**src/rtl/sadc_params.svh**
```systemverilog
`ifndef SADC_PARAMS_SVH
`define SADC_PARAMS_SVH
`define SADC_CLK_PERIOD_NS 20
`define SADC_CONV_TIME_NS 3000
`define SADC_CONV_CYCLES ((`SADC_CONV_TIME_NS + `SADC_CLK_PERIOD_NS - 1) / `SADC_CLK_PERIOD_NS)
`define SADC_READ_GAP_NS 40
`define SADC_READ_GAP_CYCLES ((`SADC_READ_GAP_NS + `SADC_CLK_PERIOD_NS - 1) / `SADC_CLK_PERIOD_NS)
`define SADC_MODE_RESET 4'h0
`define SADC_MODE_PD_BIT 3
`define SADC_MODE_BANK_BIT 2
`define SADC_MODE_CNT_LSB 0
`define SADC_RES_WIDTH 14
`define SADC_MODE_WIDTH 4
`endif

```
**src/rtl/sadc_pkg.sv**
```systemverilog
package sadc_pkg;
	typedef enum logic [1:0] {
		SADC_IDLE,
		SADC_CONV,
		SADC_DONE
	} sadc_state_type;

	typedef struct packed {
		logic pd;
		logic bank_b;
		logic [1:0] last_ch;
	} sadc_mode_type;

	typedef struct packed {
		logic [1:0] ch;
		logic [13:0] data;
	} sadc_word_type;
endpackage

```
**src/rtl/sadc_buf2.sv**
```systemverilog
`timescale 1ns/1ps
// Two-entry skid buffer; stalling the drain side loses no word
module sadc_buf2 import sadc_pkg::*; #(
	parameter int WIDTH = 16,
	parameter int DEPTH = 2
) (
	input wire logic core_clk_in,
	input wire logic rst_in,
	input wire logic in_valid_in,
	output logic in_ready_out,
	input wire logic [WIDTH-1:0] in_data_in,
	output logic out_valid_out,
	input wire logic out_ready_in,
	output logic [WIDTH-1:0] out_data_out
);
	logic [WIDTH-1:0] mem_q [DEPTH];
	logic [WIDTH-1:0] mem_d [DEPTH];
	logic [$clog2(DEPTH):0] cnt_q, cnt_d;
	logic [$clog2(DEPTH)-1:0] wp_q, wp_d, rp_q, rp_d;
	logic push, pop;

	always_comb begin
		push = in_valid_in && (cnt_q != DEPTH[$clog2(DEPTH):0]);
		pop = (cnt_q != '0) && out_ready_in;
		mem_d = mem_q;
		wp_d = wp_q;
		rp_d = rp_q;
		if (push) begin
			mem_d[wp_q] = in_data_in;
			wp_d = wp_q + 1'b1;
		end
		if (pop) begin
			rp_d = rp_q + 1'b1;
		end
		cnt_d = cnt_q + {{$clog2(DEPTH){1'b0}}, push} - {{$clog2(DEPTH){1'b0}}, pop};
		in_ready_out = (cnt_q != DEPTH[$clog2(DEPTH):0]);
		out_valid_out = (cnt_q != '0);
		out_data_out = mem_q[rp_q];
	end

	always_ff @(posedge core_clk_in) begin
		if (rst_in) begin
			cnt_q <= '0;
			wp_q <= '0;
			rp_q <= '0;
		end else begin
			cnt_q <= cnt_d;
			wp_q <= wp_d;
			rp_q <= rp_d;
		end
		mem_q <= mem_d;
	end
endmodule

```
**src/rtl/sadc_seq.sv**
```systemverilog
`timescale 1ns/1ps
`include "sadc_params.svh"
// How it works
// - Strobe rising edge starts sequence, channel 0 first
// - Completion output falls after final channel
// - Result word is 14 bits, MSB highest
// - Low four lines: mode in, data out; here mode comes on its own 4-bit mode_code_bits_in
// - Each channel takes 3 us, stored
// - Starts ignored while sequence runs
// - After reset: bank A, one channel
// - Read rising edge advances pointer, wraps
module sadc_seq import sadc_pkg::*; #(
	parameter int CONV_CYCLES = `SADC_CONV_CYCLES,
	parameter int CHANNELS = 4
) (
	input wire logic core_clk_in,
	input wire logic rst_in,
	input wire logic conversion_start_strobe_in,
	input wire logic cs_n_in,
	input wire logic wr_n_in,
	input wire logic rd_n_in,
	input wire logic [`SADC_MODE_WIDTH-1:0] mode_code_bits_in,
	output logic [`SADC_RES_WIDTH-1:0] result_bus_out,
	output logic result_bus_oe_n_out,
	output logic done_n_out,
	output logic powered_down_out,
	output logic bank_b_out,
	output logic [1:0] sample_ch_out,
	output logic sample_hold_out,
	input wire logic adc_valid_in,
	input wire logic [`SADC_RES_WIDTH-1:0] adc_data_in
);
	sadc_state_type st_q, st_d;
	sadc_mode_type mode_q, mode_d;
	logic [13:0] ram_q [CHANNELS];
	logic [13:0] ram_d [CHANNELS];
	logic [1:0] ch_q, ch_d, rptr_q, rptr_d;
	logic [$clog2(CONV_CYCLES+1)-1:0] tmr_q, tmr_d;
	logic cv_q, rd_q, wr_q, cs_q, done_n_q, done_n_d;
	logic [13:0] bus_d;
	logic oe_n_d;
	logic cv_rise, rd_rise, rd_fall, wr_rise, wr_rise_cs, seq_end;
	logic b_in_valid, b_in_ready, b_out_valid, b_out_ready;
	sadc_word_type b_in, b_out;

	function automatic logic [1:0] next_ch(input logic [1:0] c, input logic [1:0] last);
		next_ch = (c == last) ? 2'h0 : c + 2'h1;
	endfunction

	assign cv_rise = conversion_start_strobe_in && !cv_q;
	assign rd_fall = !rd_n_in && rd_q && !cs_n_in;
	assign rd_rise = rd_n_in && !rd_q && !cs_q;
	assign wr_rise = !wr_q && !cs_q && (wr_n_in || cs_n_in);
	assign wr_rise_cs = wr_rise && (st_q != SADC_CONV);
	assign seq_end = b_out_valid && (b_out.ch == mode_q.last_ch);

	// Each finished conversion waits here until the converter raises adc_valid_in
	always_comb begin
		b_in_valid = (st_q == SADC_CONV) && (tmr_q == '0) && adc_valid_in;
		b_in.ch = ch_q;
		b_in.data = adc_data_in;
		b_out_ready = 1'b1;
	end

	sadc_buf2 #(.WIDTH($bits(sadc_word_type)), .DEPTH(2)) u_buf (
		.core_clk_in(core_clk_in),
		.rst_in(rst_in),
		.in_valid_in(b_in_valid),
		.in_ready_out(b_in_ready),
		.in_data_in(b_in),
		.out_valid_out(b_out_valid),
		.out_ready_in(b_out_ready),
		.out_data_out(b_out)
	);

	always_comb begin
		st_d = st_q;
		mode_d = mode_q;
		ch_d = ch_q;
		tmr_d = tmr_q;
		ram_d = ram_q;
		rptr_d = rptr_q;
		done_n_d = done_n_q;
		if (wr_rise_cs) begin
			mode_d = sadc_mode_type'(mode_code_bits_in);
		end
		if (b_out_valid) begin
			ram_d[b_out.ch] = b_out.data;
		end
		if (rd_fall) begin
			done_n_d = 1'b1;
		end
		if (rd_rise) begin
			rptr_d = next_ch(rptr_q, mode_q.last_ch);
		end
		unique case (st_q)
			SADC_IDLE, SADC_DONE: begin
				if (cv_rise && !mode_q.pd) begin
					st_d = SADC_CONV;
					ch_d = 2'h0;
					tmr_d = ($clog2(CONV_CYCLES+1))'(CONV_CYCLES - 1);
					rptr_d = 2'h0;
				end
			end
			SADC_CONV: begin
				// Further strobes are not looked at here
				if (tmr_q != '0) begin
					tmr_d = tmr_q - 1'b1;
				end else if (b_in_valid && b_in_ready) begin
					if (ch_q == mode_q.last_ch) begin
						st_d = SADC_DONE;
					end else begin
						ch_d = ch_q + 2'h1;
						tmr_d = ($clog2(CONV_CYCLES+1))'(CONV_CYCLES - 1);
					end
				end
			end
			default: st_d = SADC_IDLE;
		endcase
		if (seq_end) begin
			done_n_d = 1'b0;
		end
		bus_d = ram_q[rptr_q];
		oe_n_d = !(!cs_n_in && !rd_n_in);
	end

	always_ff @(posedge core_clk_in) begin
		if (rst_in) begin
			st_q <= SADC_IDLE;
			mode_q <= sadc_mode_type'(`SADC_MODE_RESET);
			ch_q <= 2'h0;
			tmr_q <= '0;
			rptr_q <= 2'h0;
			done_n_q <= 1'b1;
			ram_q <= '{default: 14'h0};
			cv_q <= 1'b0;
			rd_q <= 1'b1;
			wr_q <= 1'b1;
			cs_q <= 1'b1;
		end else begin
			st_q <= st_d;
			mode_q <= mode_d;
			ch_q <= ch_d;
			tmr_q <= tmr_d;
			rptr_q <= rptr_d;
			done_n_q <= done_n_d;
			ram_q <= ram_d;
			cv_q <= conversion_start_strobe_in;
			rd_q <= rd_n_in || cs_n_in;
			wr_q <= wr_n_in || cs_n_in;
			cs_q <= cs_n_in;
		end
	end

	always_ff @(posedge core_clk_in) begin
		if (rst_in) begin
			result_bus_out <= 14'h0;
			result_bus_oe_n_out <= 1'b1;
			done_n_out <= 1'b1;
			powered_down_out <= 1'b0;
			bank_b_out <= 1'b0;
			sample_ch_out <= 2'h0;
			sample_hold_out <= 1'b0;
		end else begin
			result_bus_out <= bus_d;
			result_bus_oe_n_out <= oe_n_d;
			done_n_out <= done_n_d;
			powered_down_out <= mode_d.pd;
			bank_b_out <= mode_d.bank_b;
			sample_ch_out <= ch_d;
			sample_hold_out <= (st_d == SADC_CONV);
		end
	end

	property p_start;
		@(posedge core_clk_in) disable iff (rst_in)
		(cv_rise && st_q != SADC_CONV && !mode_q.pd) |=> (st_q == SADC_CONV);
	endproperty
	a_start: assert property (p_start) else $error("start edge did not begin sequence");

	property p_ignore;
		@(posedge core_clk_in) disable iff (rst_in)
		(st_q == SADC_CONV && tmr_q != '0) |=> (st_q == SADC_CONV && $stable(ch_q));
	endproperty
	a_ignore: assert property (p_ignore) else $error("sequence disturbed mid conversion");

	property p_done;
		@(posedge core_clk_in) disable iff (rst_in)
		$rose(st_q == SADC_DONE) |-> ##[1:3] !done_n_out;
	endproperty
	a_done: assert property (p_done) else $error("completion not flagged");

	property p_conv_time;
		@(posedge core_clk_in) disable iff (rst_in)
		(cv_rise && st_q != SADC_CONV && !mode_q.pd) |=> (tmr_q == CONV_CYCLES - 1);
	endproperty
	a_conv_time: assert property (p_conv_time) else $error("per-channel time wrong");

	property p_reset_mode;
		@(posedge core_clk_in) $fell(rst_in) |-> (mode_q == `SADC_MODE_RESET);
	endproperty
	a_reset_mode: assert property (p_reset_mode) else $error("reset mode wrong");

	property p_ptr;
		@(posedge core_clk_in) disable iff (rst_in)
		(rd_rise && rptr_q == mode_q.last_ch && !(cv_rise && st_q != SADC_CONV))
			|=> (rptr_q == 2'h0);
	endproperty
	a_ptr: assert property (p_ptr) else $error("pointer did not wrap");

	// A stored word reaches the lines two edges later while the pointer rests on it
	property p_bus;
		@(posedge core_clk_in) disable iff (rst_in)
		(b_out_valid && b_out.ch == rptr_q && !rd_rise && !(cv_rise && st_q != SADC_CONV))
			|=> ##1 (result_bus_out == $past(b_out.data, 2));
	endproperty
	a_bus: assert property (p_bus) else $error("result word not presented");

	property p_mode_wr;
		@(posedge core_clk_in) disable iff (rst_in)
		wr_rise_cs |=> (mode_q == $past(mode_code_bits_in));
	endproperty
	a_mode_wr: assert property (p_mode_wr) else $error("mode code not latched");

	c_seq: cover property (@(posedge core_clk_in) disable iff (rst_in) $fell(done_n_out));
	c_four: cover property (@(posedge core_clk_in) disable iff (rst_in)
		st_q == SADC_CONV && ch_q == 2'h3);
	c_wrap: cover property (@(posedge core_clk_in) disable iff (rst_in)
		rd_rise && rptr_q == mode_q.last_ch);
	c_stall: cover property (@(posedge core_clk_in) disable iff (rst_in)
		st_q == SADC_CONV && tmr_q == '0 && !adc_valid_in);
endmodule

```
**config.mk**
```make
export PLATFORM = sky130hd
export DESIGN_NAME = sadc_seq
export DESIGN_NICKNAME = d
export VERILOG_FILES = /design/src/rtl/sadc_pkg.sv /design/src/rtl/sadc_buf2.sv /design/src/rtl/sadc_seq.sv
export VERILOG_INCLUDE_DIRS = /design/src /design/src/rtl
export SDC_FILE = /design/constraint.sdc
export NUM_CORES = 1
export LEC_CHECK = 0
export BUFFER_PORTS_ARGS = -buffer_cell sky130_fd_sc_hd__buf_2
export CAP_MARGIN = 20
export CORE_UTILIZATION = 45
export DETAILED_ROUTE_END_ITERATION = 16
export HOLD_SLACK_MARGIN = 0.06
export PLACE_DENSITY = 0.6
export REMOVE_ABC_BUFFERS = 1
export SETUP_SLACK_MARGIN = 0.2
export SLEW_MARGIN = 10
export SYNTH_ARGS = -nofsm -noshare
export SYNTH_HDL_FRONTEND = slang
export SYNTH_SLANG_ARGS = --single-unit
```
**constraint.sdc**
```tcl
create_clock -name core_clk_in -period 3 [get_ports core_clk_in]
set_input_delay 0.3 -clock core_clk_in [delete_from_list [all_inputs] [get_ports core_clk_in]]
set_output_delay 0.3 -clock core_clk_in [all_outputs]
set_load 0.005 [all_outputs]
```
==> results of run 1 <==
cells in the mapped netlist, types with 3 or more instances:
master     n
nand2_1    6
dfxtp_1   98
xor2_1     4
and2_1    15
buf_4      5
a21oi_1    6
nor2b_1    4
nor2_1    76
a211oi_1  59
mux4_2    14
inv_1      7
buf_2      8
edfxtp_1  32
xnor2_1    4
clkbuf_1  11
nand4_1    3
a21oi_2    4
mux2i_1   18
nor3_1     7
area by class of cell:
class | instances | area (um^2)
fillers | 945 | 4938
flip-flops and latches | 130 | 2923
multi-input cells | 269 | 2052
clock buffers | 18 | 450.4
repair buffers | 52 | 277.8
well taps | 140 | 175.2
clock inverters | 14 | 136.4
inverters | 8 | 30.03
sequential cells by signal, summed over array words and instances (netlist names):
signal and cells:
u_buf.rp_q 1, u_buf.wp_q 1, wr_q 1, bank_b_out 1, cv_q 1, done_n_out 1, u_buf.mem_q 32, u_buf.cnt_q 2
sample_ch_out 2, cs_q 1, result_bus_out 14, mode_q 2, ram_q 56, tmr_q 8, rd_q 1, rptr_q 2
st_q 2, powered_down_out 1, sample_hold_out 1
metal layers:
metal / global-route usage (%) / routed length, um / vias to the layer above
met4: 8.494 / 113 / 0
met3: 6.216 / 390 / 9
met2: 30.37 / 4959 / 61
li1: - / - / 1687
met5: 0 / 0 / -
met1: 23.16 / 4669 / 1584
worst paths after layout:
kind	to	slack (ns)
setup / recovery	u_buf.mem_q[9]	0.90
hold / removal	wr_q	0.09
setup reg to reg	u_buf.mem_q[9]	0.90
hold reg to reg	ram_q[34]	0.50
where the power goes:
part	total, mW	internal (mW)	switching (mW)
Clock	2.02	1.26	0.753
Sequential	1.86	1.83	0.0280
Combinational	0.238	0.0927	0.146
cell families after synthesis:
group	synth area share, %
mux	10.57
buf+inv	3.190
simple gates	15.36
flops	56.88
compound gates	12.15
fa+ha+maj	0.4869
xor+xnor	1.363
through the flow:
stage	cell area [um^2]	setup slack (ns)	hold WS, ns	std cells	total power [mW]
finish	6045	0.9033	0.09011	631	4.111
global route	6045	0.7006	0.06730	631	4.267
CTS	6045	0.8926	0.06818	631	4.158
detailed placement	5458	0.8958	0.4899	599	2.133
global placement	5458	0.9748	0.4694	599	2.126
floorplan	5005	0.6316	0.3691	407	2.047
==> impl_results.md, run 1 <==
* Crit path depth at 5
* Total CTS buffers at 17
* Fin. Hold Viols at 0
* Share of the synthesized area in the top cell type at 38.18%
* Synthesized area at 5139 um^2
* Cell taking the most area after synthesis: dfxtp_1
* CORE AREA at 10980 um^2
* Post-cts gate resize count at 0
* Maximum achievable frequency at 476.9 MHz
* RSZ-0062 raised after global routing: no
* Layout cells sized above 1 at 25.46%
* Die X-Extent at 108.9 um
* Fin nets at 505
* Req. time, crit path at 3.09 ns
* Drt wl/cell at 16.06 um
* Type of the worst setup path: flip-flop to flip-flop
* Gr usage total at 18.95%
* Clock tree from TritonCTS: done
* Die height at 108.9 um
* Grt total ovfl at 0
* Max_cap viols at 0
* Distinct cells, synth at 58
* Top cells by area, synth: dfxtp_1 38%, edfxtp_1 19%, a211oi_1 8.6%, mux4_2 6.1%, nor2_1 5.6%
* Syn Area/Cell at 11.87 um^2
* Largest net degree at the start of global routing at 79
* Async S/R FF share, synth at 0%
* Via density at 5.295
* Rows at 38
* H-tree depth at 4
* Slowest cell on the critical path: nor4_4
* Hpwl dp at 6364 um
* R2R cell count at 5
* Hold-fix buffers, CTS at 0
* Worst Setup End Kind: flip-flop
* Initial core utilization at 46.79%
* Minimum clock period at 2.097 ns
* Global-route wire length before repair at 16330 um
* Final core occ at 55.04%
* Power Density at 680.1 nW/um^2
* Max-slew headroom at 43.14%
* Crit path DAT at 2.19 ns
* Number of port buffers at 45
* Critical Path Source: tmr_q[2]
* CTS Root Cell: clkbuf_16
* Final period util at 69.89%
* CP Cell Sequence: nor4_4 -> nand3_4 -> nor3_2 -> and2_1 -> buf_4
* Die ar. at 11850 um^2
* Outcome: finished clean
* Fin Clk Skew at 0.008940 ns
* RePlAce Congestion at 0.8262
* Initial antenna violation count at 0
* Final Setup Violations at 0
* DRT iter0 DRCs at 168
* Via count at 3341
* CP Max Fanout at 16
* Pins over their slew limit at 0
* Post-CTS setup buffers at 0
* Main synth FF type: dfxtp_1
* Max IR drop VDD at 0.4938 mV
* Worst hold start: wr_n_in
* Residual DRC count at 0
* P_leak at 2.083 nW
* Maximum clock insertion buffer count at 2
* Ant. Diodes at 0
* Reg clk slew, reported paths at 0.06 ns
* Syn-to-layout area delta at 17.63%
* Gate Count Post-Synth at 433
* Synth warn at 0
* Least-Margin Pin Slew at 0.8530 ns
* HP Class: input port to flip-flop
* Boundary Pins at 46
* DRT Pass-1 Iters at 5
* Post-synth EDFFs at 32
* Worst-Skew Late Latency at 0.41 ns
* Routed wire length at 10130 um
* Startpoint types: flip-flop
* Yosys reg bits at 130
* Worst R2R Start: tmr_q[2]
* CP delay by family, top: simple AND/OR/NAND/NOR gates
* Number of buffer and inverter stages on the critical path at 1
* Commonest cells after routing, fill and taps aside: 98 x dfxtp_1, 76 x nor2_1, 59 x a211oi_1
* Setup TNS at 0 ns
* Crit path largest cell delay at 0.43 ns
* Vias in the first global route at 3216
* Worst hold path stage count at 2
* Commonest non-fill, non-tap cell in the layout: dfxtp_1
* Post-DRT Antenna Nets at 0
* Post-synthesis sequential area ratio at 56.88%
* Clk sinks at 130
(Power assumes the default switching activity.)
==> run 2, diff against run 1 <==
- clock period: 3 -> 2.05 ns (I/O delays scaled with it)
==> run 2 against run 1 <==
Net effect: non-clock buffer count up 36; sequential power grew 46%; fmax increased by 15%; total power grew 54%; utilization grew 4.1 points; sequential cell count unchanged; count of clock-buffer cells in the layout unchanged; setup slack got worse by 0.68 ns; worst hold slack improved by 0.12 ns; combinational power up 81%; via count grew 6.7%; critical path type unchanged; largest power group unchanged.
==> impl_results.md, run 2 (synthesis gave the netlist of run 1 again) <==
* Least-Margin Pin Slew at 0.6761 ns (was 0.8530 ns)
* Number of port buffers at 45 (unchanged)
* Met2 Wirelength at 5002 um (was 4959 um)
* HP Class: input port to flip-flop (unchanged)
* DRT Pass-1 Iters at 4 (was 5)
* Startpoint types: flip-flop (unchanged)
* Final Instance Area at 6497 um^2 (was 6045 um^2)
* Total power at 6.325 mW (was 4.111 mW)
* Largest net degree at the start of global routing at 60 (was 79)
* Die X-Extent at 108.9 um (unchanged)
* Clk sinks at 130 (unchanged)
* Final period util at 89.09% (was 69.89%)
* Ant. Diodes at 0 (unchanged)
* Fill count at 928 (was 945)
* DRT iter0 DRCs at 209 (was 168)
* Post-DRT Antenna Nets at 0 (unchanged)
* Largest Register: ram_q (unchanged)
* Max_cap viols at 0 (unchanged)
* Die ar. at 11850 um^2 (unchanged)
* Reg clk slew, reported paths at 0.05 ns (was 0.06 ns)
* Rows at 38 (unchanged)
* Die height at 108.9 um (unchanged)
* Pins over their slew limit at 0 (unchanged)
* Via density at 5.353 (was 5.295)
* Power Density at 973.5 nW/um^2 (was 680.1 nW/um^2)
* Final Setup Violations at 0 (unchanged)
* H-tree depth at 4 (unchanged)
* Fin nets at 541 (was 505)
* Commonest cells after routing, fill and taps aside: 96 x dfxtp_1, 75 x nor2_1, 59 x a211oi_1 (was 98 x dfxtp_1, 76 x nor2_1, 59 x a211oi_1)
* Type of the worst setup path: flip-flop to flip-flop (unchanged)
* Syn-to-layout area delta at 26.44% (was 17.63%)
* Top Registers: ram_q: 56 flops, u_buf.mem_q: 32 flops, result_bus_out: 14 flops (unchanged)
* Fin Clk Skew at 0.006739 ns (was 0.008940 ns)
* WL met3 at 414 um (was 390 um)
* RePlAce Congestion at 0.7288 (was 0.8262)
* Layout cells sized above 1 at 26.43% (was 25.46%)
* Hpwl dp at 6754 um (was 6364 um)
* Worst Setup End Kind: flip-flop (unchanged)
* Residual DRC count at 0 (unchanged)
* Max-slew headroom at 54.88% (was 43.14%)
* RSZ-0062 raised after global routing: yes (was no)
* Placed cell areas at 5558 um^2 (was 5458 um^2)
* Initial antenna violation count at 0 (unchanged)
* Max IR drop VDD at 0.5692 mV (was 0.4938 mV)
* Post-Route M1 WL at 4919 um (was 4669 um)
* Minimum clock period at 1.826 ns (was 2.097 ns)
* Vias in the first global route at 3357 (was 3216)
* Outcome: finished clean (unchanged)
* Max Used Layer: met4 (unchanged)
* Worst-Skew Late Latency at 0.41 ns (about the same)
* Maximum clock insertion buffer count at 2 (unchanged)
* Crit path DAT at 2.11 ns (was 2.19 ns)
* P_leak at 2.289 nW (was 2.083 nW)
* Req. time, crit path at 2.33 ns (was 3.09 ns)
* Commonest non-fill, non-tap cell in the layout: dfxtp_1 (unchanged)
* Clock tree from TritonCTS: done (unchanged)
* Grt total ovfl at 0 (unchanged)
* Fin. Hold Viols at 0 (unchanged)
* Max reg flops at 56 (unchanged)
* Global-route wire length before repair at 16760 um (was 16330 um)
* CTS Root Cell: clkbuf_16 (unchanged)
* Gr usage total at 19.17% (was 18.95%)
* CORE AREA at 10980 um^2 (unchanged)
* Maximum achievable frequency at 547.6 MHz (was 476.9 MHz)
* Via count at 3565 (was 3341)
* Drt wl/cell at 15.87 um (was 16.06 um)
* Routed wire length at 10570 um (was 10130 um)
* CP Max Fanout at 5 (was 16)
* Total CTS buffers at 17 (unchanged)
* Initial core utilization at 46.79% (unchanged)
* Boundary Pins at 46 (unchanged)
==> run 2: cell types whose count changed in the layout (fill, tap and decap cells not counted), moves of 3 or more <==
| cell | previous run | this run |
|---|---|---|
| clkinvlp_4 | 5 | 2 |
| buf_4 | 7 | 16 |
| dlygate4sd3_1 | 0 | 24 |
| bufinv_16 | 2 | 5 |
==> run 2: power by group <==
part,leakage [nW],switching (mW),internal [mW]
combinational,0.908,0.236,0.195
sequential,1.08,0.0459,2.68
clock,0.298,1.04,2.13
==> run 2: routing by layer <==
metal  GRT usage, %  vias up
met5              0        -
met3          4.483       18
met4          9.653        0
met1          24.92     1710
met2          29.83       71
li1               -     1766
==> run 2: stage by stage <==
step	setup TNS, ns	hold slack (ns)	setup slack (ns)	std cells	util, %
2_1_floorplan	-8.187	0.2741	-0.3184	407	-
4_1_cts	0	0.1922	0.2066	665	58.67
6_report	0	0.2056	0.2237	666	59.16
3_3_place_gp	0	0.4065	0.1526	609	50.60
3_5_place_dp	0	0.4121	0.04365	609	50.60
5_1_grt	0	0.2155	0.1649	666	59.16
==> run 2: area by class of cell <==
cell class	instances	area (um^2)	area share [%]
sequential	130	2925	45.02
multi-input combinational	269	2110	32.47
timing repair buffer	88	636.9	9.802
clock buffer	18	429.2	6.605
clock inverter	13	191.4	2.946
tap	140	175.2	2.696
inverter	8	30.03	0.4622
==> run 2: repair_timing <==
| item | 4_1_cts | 5_1_grt |
|---|---|---|
| hold buffers | 24 | 0 |
| setup endpoints to repair | 46 | 43 |
| setup buffers | 1 | 1 |
| resized for setup | 5 | 9 |
| gates cloned | 0 | 0 |
| pin swaps | 1 | 6 |
| endpoints found under the hold margin | 36 | 0 |
==> run 2: worst paths after layout <==
| kind | cells past startpoint | start | slack [ns] | end |
|---|---|---|---|---|
| max reg2reg | 5 | tmr_q[3] | 0.22 | tmr_q[1] |
| max | 5 | tmr_q[3] | 0.22 | tmr_q[1] |
| min | 2 | rst_in | 0.21 | powered_down_out |
| min reg2reg | 2 | bank_b_out | 0.50 | bank_b_out |
==> run 2: critical path, stage by stage (launching register included) <==
cell,delay (ns)
dfxtp_1,0.36
nor4_4,0.39
nand3_4,0.16
or4_4,0.59
nand3_4,0.15
a211oi_2,0.05
